File: src/hpoc_pkg.sv
package hpoc_pkg;

  // ---------------------------------------------------------------
  // register map (full 15-bit address = page * 128 + offset)
  // ---------------------------------------------------------------
  localparam logic [14:0] OUT7_CTRL_ADDR    = 15'h04af;
  localparam logic [14:0] OUT8_CTRL_ADDR    = 15'h04b0;
  localparam logic [14:0] OUT9_CTRL_ADDR    = 15'h04b1;
  localparam logic [14:0] HOST_CTL_ADDR     = 15'h04fe;
  localparam logic [14:0] PAGE_SEL_ADDR     = 15'h04ff;
  localparam int          OUT_COUNT         = 3;

  // ---------------------------------------------------------------
  // reset values
  // ---------------------------------------------------------------
  localparam logic [7:0]  OUT_CTRL_RST      = 8'h01;
  localparam logic [7:0]  HOST_CTL_RST      = 8'h00;
  localparam logic [7:0]  PAGE_SEL_RST      = 8'h00;

  // ---------------------------------------------------------------
  // field positions and masks
  // ---------------------------------------------------------------
  localparam int          OUT_EN_BIT        = 0;
  localparam int          OUT_STOP_BIT      = 1;
  localparam int          OUT_STOP_HIGH_BIT = 2;
  localparam int          OUT_HALT_TRI_BIT  = 3;
  localparam int          OUT_SYNTH_LSB     = 4;
  localparam int          OUT_SYNTH_MSB     = 6;
  localparam logic [7:0]  OUT_CTRL_WMASK    = 8'h7f;
  localparam int          LOCKOUT_BIT       = 7;
  localparam int          STATUS_BIT        = 0;
  localparam logic [7:0]  PAGE_LAST         = 8'h0f;

endpackage : hpoc_pkg

File: src/hpoc_regs.sv
// Operation
// [RULE_01] Output 7, 8 and 9 control registers hold synth select 6:4, tristate halt, stop-high, stop, enable, bit 7 reserved, reset 0x01.
// [RULE_02] The three output control registers behave field for field like the output-0 control register.
// [RULE_03] While lockout is set, writes to every register other than the host-port control register are ignored.
// [RULE_04] While lockout is clear, writes to all writable registers are taken normally.
// [RULE_05] Bit 0 of the host-port control register reports whether the last host access succeeded.
// [RULE_06] The page-select value is an unsigned page number choosing the 128-byte block that host accesses reach.
// [RULE_07] Page values 0x00 to 0x0f map to pages 0 to 15 and higher values are reserved and not to be written.
// [RULE_08] The internal address is the page-select value above the low seven bits of the host address.
`timescale 1ns/100ps
`default_nettype none

module hpoc_regs
  import hpoc_pkg::*;
(
  input  wire logic       sys_clk,
  input  wire logic       sys_rst,
  input  wire logic       clk_en,
  input  wire logic       host_wr,
  input  wire logic       host_rd,
  input  wire logic [6:0] host_addr,
  input  wire logic [7:0] host_wdata,
  output logic      [7:0] host_rdata,
  output logic            host_rvalid,
  output logic      [7:0] page_select,
  output logic            lockout,
  output logic            access_failed,
  output logic      [2:0] out_enable,
  output logic      [2:0] out_stop,
  output logic      [2:0] out_stop_high,
  output logic      [2:0] out_halt_tristate,
  output logic      [8:0] out_synth_sel
);

  // ---------------------------------------------------------------
  // state
  // ---------------------------------------------------------------
  logic [7:0]  out_ctrl_q [OUT_COUNT];
  logic [7:0]  page_q;
  logic        lock_q;
  logic        fail_q;
  logic [7:0]  rdata_q;
  logic        rvalid_q;

  // ---------------------------------------------------------------
  // address decode
  // ---------------------------------------------------------------
  logic [14:0] full_addr;
  logic        page_ok;
  logic        hit_ctl;
  logic        hit_page;
  logic [2:0]  hit_out;
  logic        any_out;
  logic        wr_go;
  logic        access;
  logic        acc_ok;
  logic [7:0]  rd_mux;

  // page above offset gives the internal address
  assign full_addr = {page_q, host_addr};                     // see [RULE_08]
  // only pages 0..15 exist; reserved pages reach no output control register
  assign page_ok   = (page_q <= PAGE_LAST);                   // see [RULE_07]
  // host-port and page registers answer in every page so a bad page can be undone
  assign hit_ctl   = (host_addr == HOST_CTL_ADDR[6:0]);
  assign hit_page  = (host_addr == PAGE_SEL_ADDR[6:0]);
  assign hit_out[0] = page_ok && (full_addr == OUT7_CTRL_ADDR); // see [RULE_06]
  assign hit_out[1] = page_ok && (full_addr == OUT8_CTRL_ADDR);
  assign hit_out[2] = page_ok && (full_addr == OUT9_CTRL_ADDR);
  assign any_out   = |hit_out;
  assign access    = host_wr || host_rd;
  // lockout leaves only the host-port control register writable
  assign wr_go     = host_wr && !lock_q;                      // see [RULE_03]
  // an access succeeds when it reaches a register that takes it
  always_comb begin
    if (host_wr) begin
      acc_ok = hit_ctl || ((hit_page || any_out) && !lock_q); // see [RULE_04]
    end else begin
      acc_ok = hit_ctl || hit_page || any_out;
    end
  end

  // read mux; unmapped and refused reads give zero
  always_comb begin
    rd_mux = 8'h00;
    if (hit_ctl) begin
      rd_mux[LOCKOUT_BIT] = lock_q;
      rd_mux[STATUS_BIT]  = fail_q;
    end else if (hit_page) begin
      rd_mux = page_q;
    end else begin
      for (int i = 0; i < OUT_COUNT; i++) begin
        if (hit_out[i]) begin
          rd_mux = out_ctrl_q[i];
        end
      end
    end
  end

  // ---------------------------------------------------------------
  // output control registers
  // ---------------------------------------------------------------
  // same field layout for all three; reserved bit 7 is never stored
  // one process for the whole array so each word has a single driver
  always_ff @(posedge sys_clk or posedge sys_rst) begin
    if (sys_rst) begin
      for (int i = 0; i < OUT_COUNT; i++) begin
        out_ctrl_q[i] <= OUT_CTRL_RST;                        // see [RULE_01]
      end
    end else if (clk_en && wr_go) begin
      for (int i = 0; i < OUT_COUNT; i++) begin
        if (hit_out[i]) begin
          out_ctrl_q[i] <= host_wdata & OUT_CTRL_WMASK;       // see [RULE_02]
        end
      end
    end
  end

  // field fan-out, one slice per output
  for (genvar g = 0; g < OUT_COUNT; g++) begin : g_out
    assign out_enable[g]        = out_ctrl_q[g][OUT_EN_BIT];
    assign out_stop[g]          = out_ctrl_q[g][OUT_STOP_BIT];
    assign out_stop_high[g]     = out_ctrl_q[g][OUT_STOP_HIGH_BIT];
    assign out_halt_tristate[g] = out_ctrl_q[g][OUT_HALT_TRI_BIT];
    assign out_synth_sel[3*g +: 3] = out_ctrl_q[g][OUT_SYNTH_MSB:OUT_SYNTH_LSB];
  end

  // ---------------------------------------------------------------
  // page select
  // ---------------------------------------------------------------
  // reserved values are stored as written; they only make accesses fail
  always_ff @(posedge sys_clk or posedge sys_rst) begin
    if (sys_rst) begin
      page_q <= PAGE_SEL_RST;
    end else if (clk_en && wr_go && hit_page) begin
      page_q <= host_wdata;                                   // see [RULE_06]
    end
  end

  // ---------------------------------------------------------------
  // host-port control: lockout and access status
  // ---------------------------------------------------------------
  // lockout itself stays writable, otherwise it could never be released
  always_ff @(posedge sys_clk or posedge sys_rst) begin
    if (sys_rst) begin
      lock_q <= HOST_CTL_RST[LOCKOUT_BIT];
    end else if (clk_en && host_wr && hit_ctl) begin
      lock_q <= host_wdata[LOCKOUT_BIT];                      // see [RULE_03]
    end
  end

  // status follows every access; zero means the last one succeeded
  always_ff @(posedge sys_clk or posedge sys_rst) begin
    if (sys_rst) begin
      fail_q <= HOST_CTL_RST[STATUS_BIT];
    end else if (clk_en && access) begin
      fail_q <= !acc_ok;                                      // see [RULE_05]
    end
  end

  // ---------------------------------------------------------------
  // read return
  // ---------------------------------------------------------------
  // a write in the same cycle takes priority and the read is dropped
  always_ff @(posedge sys_clk or posedge sys_rst) begin
    if (sys_rst) begin
      rdata_q  <= 8'h00;
      rvalid_q <= 1'b0;
    end else if (clk_en) begin
      rvalid_q <= host_rd && !host_wr;
      if (host_rd && !host_wr) begin
        rdata_q <= rd_mux;                                    // see [RULE_08]
      end
    end
  end

  assign host_rdata    = rdata_q;
  assign host_rvalid   = rvalid_q;
  assign page_select   = page_q;
  assign lockout       = lock_q;
  assign access_failed = fail_q;

  for (genvar a = 0; a < OUT_COUNT; a++) begin : g_ast

  end
endmodule : hpoc_regs

`default_nettype wire

File: config.mk
export PLATFORM = sky130hd
export DESIGN_NAME = hpoc_regs
export DESIGN_NICKNAME = d
export VERILOG_FILES = /design/src/hpoc_pkg.sv /design/src/hpoc_regs.sv
export SDC_FILE = /design/constraint.sdc
export NUM_CORES = 1
export LEC_CHECK = 0
export BUFFER_PORTS_ARGS = -buffer_cell sky130_fd_sc_hd__buf_2
export CORE_ASPECT_RATIO = 1.1
export CORE_MARGIN = 2
export CORE_UTILIZATION = 45
export CTS_BUF_LIST = sky130_fd_sc_hd__clkbuf_4 sky130_fd_sc_hd__clkbuf_8
export CTS_CLUSTER_DIAMETER = 100
export DETAILED_ROUTE_END_ITERATION = 6
export PLACE_DENSITY = 0.71
export REMOVE_ABC_BUFFERS = 1
export SLEW_MARGIN = 5
export SYNTH_ARGS = -nofsm -noshare
export SYNTH_HDL_FRONTEND = slang
export SYNTH_SLANG_ARGS = --single-unit
File: constraint.sdc
create_clock -name sys_clk -period 3.3 [get_ports sys_clk]
set_clock_uncertainty 0.05 [all_clocks]
set_input_delay 0 -clock sys_clk [delete_from_list [all_inputs] [get_ports sys_clk]]
set_output_delay 0 -clock sys_clk [all_outputs]
set_load 0.01 [all_outputs]
==> flow_summary.yaml, run 1 <==
power:
  p_sw_mw: 0.224
  leakage_nw: 1.26
  combPwrFrac_pct: 9.7
  p_int_mw: 0.706
  power_frac_clock_pct: 35.5
  powerDensity_nw_per_um2: 370
  seq_power_share_pct: 54.8
  p_sw_share_pct: 24.1
  ir_drop_uv: 309
final_layout:
  drive_above_1_share_pct: 48.3
  area_growth_pct: 28.1
  antenna_cells: 0
  mostFrequentLayoutCell: "buf_2"
  design_area_sq_um: 2510
  final_cell_mix: "buf_2 (59), dfrtp_1 (37), mux2_2 (23)"
  layout.nets: 251
setup_path:
  path_class: "flip-flop to flip-flop"
  r2r_start: "page_select[4]"
  worst-path-max-fanout: 7
  endpoint: "out_stop_high[1]"
  r2r_setup_slack_ps: 670
  worst_setup_path_end_kind: "flip-flop"
  critPathLaunch: "page_select[4]"
  start_kind: "flip-flop"
  arrival_ps: 2760
  reg2reg_depth: 4
  crit_required_ps: 3430
  r2r_end: "out_stop_high[1]"
clock_tree:
  cts_setup_buffers: 0
  h-tree-depth: 2
  root_buffer: "clkbuf_8"
  clk_pin_slew_ps: 70
  clk_latency_ps: 290
  cts_num_sinks: 40
  cts_buffers: 5
  cts_resized: 0
  hold_buffers: 11
  cts_tree: "done"
  cts_buffer_depth: 2
synth:
  synth_top_family_by_area: "multiplexers"
  yosysSeqAreaShare_pct: 51.2
  ys_warn_count: 0
  synthMuxAreaShare_pct: 19.6
  synthXorXnorAreaFrac_pct: 0
  postSynthCellCount: 157
  synth.ff_latch_count: 40
  avgSynthCellArea_sq_um: 12.5
  synthAdderAreaFrac_pct: 0
  syn_area_sq_um: 1960
  synth_compound_gate_area_share_pct: 13.0
  synth_cell_types: 42
  synthSimpleGateAreaFrac_pct: 13.4
global_route:
  grt.overflow.total: 0
  antenna_found_initial: 0
  grt_pass1_wl_um: 8060
  grt_pass1_vias: 1585
  grt.total_usage_pct: 22.5
  grt_max_degree: 41
timing:
  grt_setup_unrepaired: "false"
  period_share_pct: 79.7
  period_minus_slack_ps: 2630
  finalSetupTns_ps: 0
  setup_viol: 0
  fmax_mhz: 380
  hold_violations: 0
  drv_slew: 0
  slew-limit-headroom_pct: 43.7
  tightest_slew_ps: 841
  postLayoutSetupSlackWorst_ps: 668
place:
  dpl.hpwl_um: 3420
  placed_area_sq_um: 2310
  gp_congestion: 0.778
  io_buffers: 59
  post-place-ws_ps: 688
run_status:
  status: "finished, final reports clean"
die:
  rows: 25
  die_w_um: 66.9
  die_h_um: 73.2
  dieArea_sq_um: 4900
  num_io_pins: 60
  start_util_pct: 46.1
  core_area_sq_um: 4250
detailed_routing:
  num_vias: 1627
  wl_um: 5060
  drtIter0Drc: 167
  wl_per_cell_um: 17.7
  route.detailed.drc: 0
  drt.antenna.violating_nets: 0
  via_per_inst: 5.69
  drt-pass1-iter-count: 4
job:
  drv_cap: 0
hold_path:
  hold_path_class: "input port to flip-flop"
==> worst max-delay path, cell delays in order, from the launching register on <==
cell     delay, ps
dfrtp_1        420
or4b_4         560
or4_4          570
or3_1          550
mux2_4         370
==> cells in the mapped netlist <==
master,n,area [sq um]
a22oi_1,6,45.0
or3_1,1,6.26
nand2_1,5,18.8
nor4_1,2,12.5
or4b_4,1,13.8
o21bai_1,1,7.51
nor2_1,10,37.5
a221oi_1,6,52.6
dfstp_2,3,78.8
or3_2,1,7.51
buf_1,1,3.75
or4_1,1,7.51
a211oi_1,13,97.6
and4_1,3,26.3
nor3b_1,1,7.51
and2_1,1,6.26
a2bb2oi_1,1,8.76
mux2_4,7,105
clkbuf_8,1,13.8
or4b_2,1,10.0
nand3_1,1,5.00
inv_1,2,7.51
nor3_1,2,10.0
a2111oi_0,1,8.76
or2_2,1,6.26
mux2_2,23,259
nor4b_1,1,8.76
nand4_1,1,6.26
nand4b_1,1,8.76
o31ai_1,1,7.51
nor4bb_1,1,10.0
mux2i_1,2,20.0
or4b_1,1,10.0
nand3b_1,1,7.51
nor2_2,1,6.26
o221a_2,1,11.3
dfrtp_1,37,926
o21ai_0,3,15.0
or4_4,1,11.3
nor2b_1,3,18.8
buf_6,1,11.3
clkbuf_1,5,18.8
==> flip-flops by register name, indices dropped and copies added, names as in the netlist <==
| signal | cells |
|---|---|
| host_rdata | 8 |
| host_rvalid | 1 |
| access_failed | 1 |
| out_stop | 3 |
| page_select | 8 |
| out_enable | 3 |
| lockout | 1 |
| out_halt_tristate | 3 |
| out_synth_sel | 9 |
| out_stop_high | 3 |
==> worst min-delay path by stage <==
| stage | from | endpoint | cells past startpoint |
|---|---|---|---|
| floorplan | clk_en | host_rvalid | 1 |
| global placement | sys_rst | out_halt_tristate[0] | 3 |
| detailed placement | sys_rst | out_halt_tristate[0] | 3 |
| CTS | host_wr | access_failed | 4 |
| global route | host_wr | access_failed | 4 |
| finish | host_wr | access_failed | 4 |
==> routing by layer <==
metal	GRT usage [%]	share of wire, %	up-vias
met2	33.6	44	64
met5	0	0	-
li1	-	-	750
met4	4.99	0.85	0
met1	32.4	48	807
met3	7.10	7.5	6
==> through the flow <==
stage	power [mW]	std cells	hold slack [ps]	util [%]
floorplan	0.558	149	57.3	-
CTS	0.936	286	53.4	59.1
finish	0.930	286	54.7	59.1
global placement	0.599	267	95.3	54.4
global route	0.970	286	69.0	59.1
detailed placement	0.600	267	101	54.4
==> cells by family after synthesis <==
| logic type | after synthesis |
|---|---|
| simple gates | 42 |
| flops | 40 |
| compound gates | 33 |
| mux | 32 |
| buf+inv | 10 |
==> power by group through the flow <==
stage / registers (mW) / clock network (mW) / logic, mW
floorplan: 0.522 / 0 / 0.0357
CTS: 0.510 / 0.335 / 0.0906
global route: 0.512 / 0.358 / 0.100
global placement: 0.519 / 0 / 0.0799
finish: 0.510 / 0.330 / 0.0901
detailed placement: 0.520 / 0 / 0.0804
==> cell type report <==
| type | instances | area [sq um] |
|---|---|---|
| Inverter | 2 | 7.51 |
| Multi-Input combinational cell | 107 | 901 |
| Sequential cell | 40 | 1000 |
| Timing Repair Buffer | 75 | 443 |
| Clock buffer | 7 | 83.8 |
| Tap cell | 54 | 67.6 |
| Clock inverter | 1 | 5.00 |
| Fill cell | 354 | 1740 |
No activity file was read; power rests on OpenSTA's default activity.
==> run 2, diff against run 1 <==
- clock period: 3.3 -> 2.6 ns (I/O delays scaled with it)
==> flow_summary.yaml, run 2 (synthesized netlist as in run 1, its figures left out) <==
run_status:
  status: "finished, final reports clean"
timing:
  drv_slew: 0
  slew-limit-headroom_pct: 60.6
  hold_violations: 0
  setup_viol: 0
  tightest_slew_ps: 589
  period_share_pct: 96.5
  finalSetupTns_ps: 0
  grt_setup_unrepaired: "false"
  fmax_mhz: 398
  period_minus_slack_ps: 2510
final_layout:
  largest_reg_flops: 9
  mostFrequentLayoutCell: "buf_2"
  antenna_cells: 0
  layout.nets: 265
  drive_above_1_share_pct: 51.6
  fillCellCount: 359
  final_cell_mix: "buf_2 (59), dfrtp_1 (37), mux2_2 (23)"
  area_growth_pct: 35.3
  utilization_pct: 62.4
clock_tree:
  cts_tree: "done"
  cts_setup_buffers: 0
  cts_buffer_depth: 2
  h-tree-depth: 2
  clk_pin_slew_ps: 80
  root_buffer: "clkbuf_8"
  clk_latency_ps: 290
  cts_buffers: 5
  cts_num_sinks: 40
power:
  leakage_nw: 1.35
  p_int_mw: 1.03
  powerDensity_nw_per_um2: 499
  p_sw_share_pct: 22.0
  finalPower_mw: 1.32
  p_sw_mw: 0.292
  seq_power_share_pct: 48.6
  power_frac_clock_pct: 41.8
  combPwrFrac_pct: 9.6
  ir_drop_uv: 372
hold_path:
  min_path_cells: 4
  holdCritStartpoint: "host_rd"
  worstHoldEndpoint: "access_failed"
  hold_path_class: "input port to flip-flop"
global_route:
  grt.overflow.total: 0
  grt_pass1_vias: 1708
  grt_pass1_wl_um: 8390
  grt.total_usage_pct: 23.2
  grt_max_degree: 27
  antenna_found_initial: 0
detailed_routing:
  route.met2.wl_um: 2410
  wl_um: 5240
  wl_per_cell_um: 17.5
  via_per_inst: 5.58
  drtIter0Drc: 74
  drt-pass1-iter-count: 4
  highest_layer: "met4"
  wl_met3_um: 328
  num_vias: 1673
  drt.antenna.violating_nets: 0
  met1_length_um: 2450
  route.detailed.drc: 0
die:
  start_util_pct: 46.1
  num_io_pins: 60
  die_w_um: 66.9
  dieArea_sq_um: 4900
  rows: 25
  core_area_sq_um: 4250
  die_h_um: 73.2
setup_path:
  r2r_setup_slack_ps: 90
  worst_setup_path_end_kind: "flip-flop"
  worst-path-max-fanout: 7
  path_cells: "or4b_4, or4_4, or3_1, buf_4, mux2_4"
  arrival_ps: 2640
  r2r_end: "out_synth_sel[3]"
  crit_required_ps: 2730
  start_kind: "flip-flop"
  path_class: "flip-flop to flip-flop"
  r2r_start: "page_select[4]"
  max_stage_delay_ps: 570
  reg2reg_depth: 5
  cpMaxStageDelayCell: "or4_4"
place:
  gp_congestion: 0.781
  io_buffers: 59
  dpl.hpwl_um: 3710
job:
  drv_cap: 0
==> run 2: changes by cell type in the layout (fill, tap and decap cells not counted) <==
cell | before | now
dlygate4sd3_1 | 11 | 10
clkinv_2 | 1 | 0
bufinv_16 | 0 | 1
clkbuf_4 | 2 | 0
buf_4 | 5 | 20
clkbuf_8 | 5 | 7
==> run 2: worst max-delay path by stage <==
stage / from / to / slack [ps]
final: page_select[4] / out_synth_sel[3] / 90
after global routing: page_select[4] / out_stop_high[1] / 20
after CTS: page_select[4] / out_stop_high[1] / 90
after detailed placement: page_select[4] / out_stop_high[1] / 120
after global placement: page_select[4] / out_synth_sel[4] / 150
after floorplan: page_select[4] / out_halt_tristate[1] / 70
==> run 2: repair_timing <==
| item | CTS | global route |
|---|---|---|
| gates resized for setup | 0 | 0 |
| hold endpoints to repair | 42 | 0 |
| hold buffers | 10 | 0 |
==> run 2: power groups by stage <==
stage / registers, mW / clock network [mW] / logic, mW
final: 0.642 / 0.553 / 0.128
after floorplan: 0.663 / 0 / 0.0453
after global placement: 0.654 / 0 / 0.115
after CTS: 0.642 / 0.565 / 0.128
after detailed placement: 0.655 / 0 / 0.116
after global routing: 0.644 / 0.597 / 0.140
==> run 2: stage by stage <==
stage	instances	instance area (sq um)	hold slack, ps	setup WS [ps]
final	300	2650	15.4	89.8
after global routing	300	2650	41.4	24.3
after CTS	300	2650	3.65	92.7
after detailed placement	282	2430	27.3	118
after global placement	282	2430	18.0	149
after floorplan	149	1910	57.3	65.9
==> run 2: cell type report <==
class,count,area (sq um),share of cell area (%)
Clock inverter,1,30.0,1.13
Multi-Input combinational cell,107,901,34.0
Tap cell,54,67.6,2.55
Inverter,2,7.51,0.283
Timing Repair Buffer,89,546,20.6
Sequential cell,40,1000,37.9
Clock buffer,7,96.3,3.63
==> run 2: per-layer routing <==
metal / vias to the layer above / GRT usage (%)
li1: 785 / -
met1: 822 / 32.2
met2: 60 / 36.9
met3: 6 / 4.94
met4: 0 / 6.12
met5: - / 0
==> run 2: worst max-delay path, delay by kind of cell, from the launching register on <==
family / cells / cell delay, ps
AND/OR/NAND/NOR: 3 / 1450
buffers and inverters: 1 / 200
flip-flops: 1 / 390
multiplexers: 1 / 300
==> run 3, diff against run 2 <==
- CELL_PAD_IN_SITES_DETAIL_PLACEMENT: default -> 1
- CELL_PAD_IN_SITES_GLOBAL_PLACEMENT: default -> 2
- CORE_UTILIZATION: 45 -> 34
- PLACE_DENSITY: 0.71 -> default
- PLACE_DENSITY_LB_ADDON: default -> 0.1
==> flow_summary.yaml, run 3 (synthesized netlist as in run 1, its figures left out) <==
setup_path:
  max_stage_delay_ps: 580
  path_cells: "or4b_4, or4_4, or3_4, mux2_4"
  start_kind: "flip-flop"
  path_class: "flip-flop to flip-flop"
  cpMaxStageDelayCell: "or4_4"
  worst-path-max-fanout: 7
  crit_required_ps: 2730
  worst_setup_path_end_kind: "flip-flop"
  arrival_ps: 2580
die:
  rows: 29
  start_util_pct: 34.6
  die_h_um: 83.6
  die_w_um: 76.4
  dieArea_sq_um: 6390
  core_area_sq_um: 5660
  num_io_pins: 60
final_layout:
  antenna_cells: 0
  largest_reg_flops: 9
  final_cell_mix: "buf_2 (59), dfrtp_1 (37), mux2_2 (23)"
  fillCellCount: 667
  mostFrequentLayoutCell: "buf_2"
  design_area_sq_um: 2650
  drive_above_1_share_pct: 51.0
  area_growth_pct: 35.2
  layout.nets: 262
detailed_routing:
  drt.antenna.violating_nets: 0
  num_vias: 1689
  wl_per_cell_um: 19.3
  drt-pass1-iter-count: 4
  drtIter0Drc: 49
  via_per_inst: 5.28
  wl_um: 6170
  route.detailed.drc: 0
clock_tree:
  root_buffer: "clkbuf_8"
  h-tree-depth: 2
  cts_setup_buffers: 0
  clk_pin_slew_ps: 90
  cts_tree: "done"
  cts_num_sinks: 40
  clk_latency_ps: 300
  cts_buffers: 5
  cts_buffer_depth: 2
power:
  ir_drop_uv: 252
  leakage_nw: 1.33
  finalPower_mw: 1.29
  powerDensity_nw_per_um2: 488
timing:
  tightest_slew_ps: 640
  fmax_mhz: 409
  period_minus_slack_ps: 2450
  hold_violations: 0
  drv_slew: 0
  worst_hold_slack_ps: 55.0
  slew-limit-headroom_pct: 57.2
  setup_viol: 0
  grt_setup_unrepaired: "false"
  period_share_pct: 94.1
global_route:
  grt.total_usage_pct: 21.0
  grt.overflow.total: 0
  antenna_found_initial: 0
  grt_max_degree: 41
  grt_pass1_wl_um: 10500
  grt_pass1_vias: 1883
hold_path:
  hold_path_class: "input port to flip-flop"
place:
  placed_area_sq_um: 2420
  gp_congestion: 0.747
  io_buffers: 59
  dpl.hpwl_um: 4290
run_status:
  status: "finished, final reports clean"
job:
  drv_cap: 0
==> run 3: cell count changes in the layout (fill, tap and decap cells not counted), sizes merged <==
cell         before  now
dlygate4sd3      10   11
buf              79   75
clkbuf            7    6
clkinv            0    1
==> run 3: path summary, 6_finish.rpt <==
path	from	to	slack, ps	cells past startpoint
max in group asynchronous	sys_rst	out_synth_sel[1]	1820	4
min in group asynchronous	sys_rst	out_synth_sel[3]	310	4
setup reg to reg	page_select[4]	out_synth_sel[5]	150	4
setup / recovery	page_select[4]	out_synth_sel[5]	150	4
hold reg to reg	host_rdata[7]	host_rdata[7]	440	2
hold / removal	host_wr	access_failed	50	4
==> run 3: final cells by class <==
| type | instances | area, sq um | share of cell area [%] |
|---|---|---|---|
| clock buffers | 6 | 76.3 | 2.88 |
| clock inverters | 2 | 35.0 | 1.32 |
| inverters | 2 | 7.51 | 0.283 |
| multi-input cells | 107 | 906 | 34.2 |
| flip-flops and latches | 40 | 1000 | 37.9 |
| well taps | 77 | 96.3 | 3.63 |
| repair buffers | 86 | 526 | 19.8 |
==> run 3: where the power goes <==
group / internal, mW / total, mW / switching [mW]
combinational: 0.0590 / 0.131 / 0.0719
sequential: 0.634 / 0.643 / 0.00890
clock: 0.296 / 0.521 / 0.225
total: 0.989 / 1.29 / 0.306
==> run 3: per-layer routing <==
layer	up-vias	wire length (um)	global-route usage, %
li1	774	-	-
met1	860	2740	27.8
met2	47	3100	35.6
met3	8	270	3.57
met4	0	65	5.62
met5	-	0	0
==> run 3: worst max-delay path, delay by kind of cell (launching register included) <==
kind / cells / cell delay [ps]
flops: 1 / 390
simple gates: 3 / 1580
mux: 1 / 320
==> run 3: through the flow <==
step	utilization, %	setup slack [ps]	instances	setup TNS (ps)
after global routing	46.8	94.9	320	0
after global placement	42.8	41.9	301	0
after floorplan	-	65.9	149	0
after detailed placement	42.8	-11.7	301	-29.2
after CTS	46.8	142	320	0
final	46.8	153	320	0
==> run 3: what timing repair did <==
action,CTS,global route
gates resized for setup,1,0
endpoints found under the setup margin,6,0
hold buffers,11,0
hold endpoints to repair,69,0
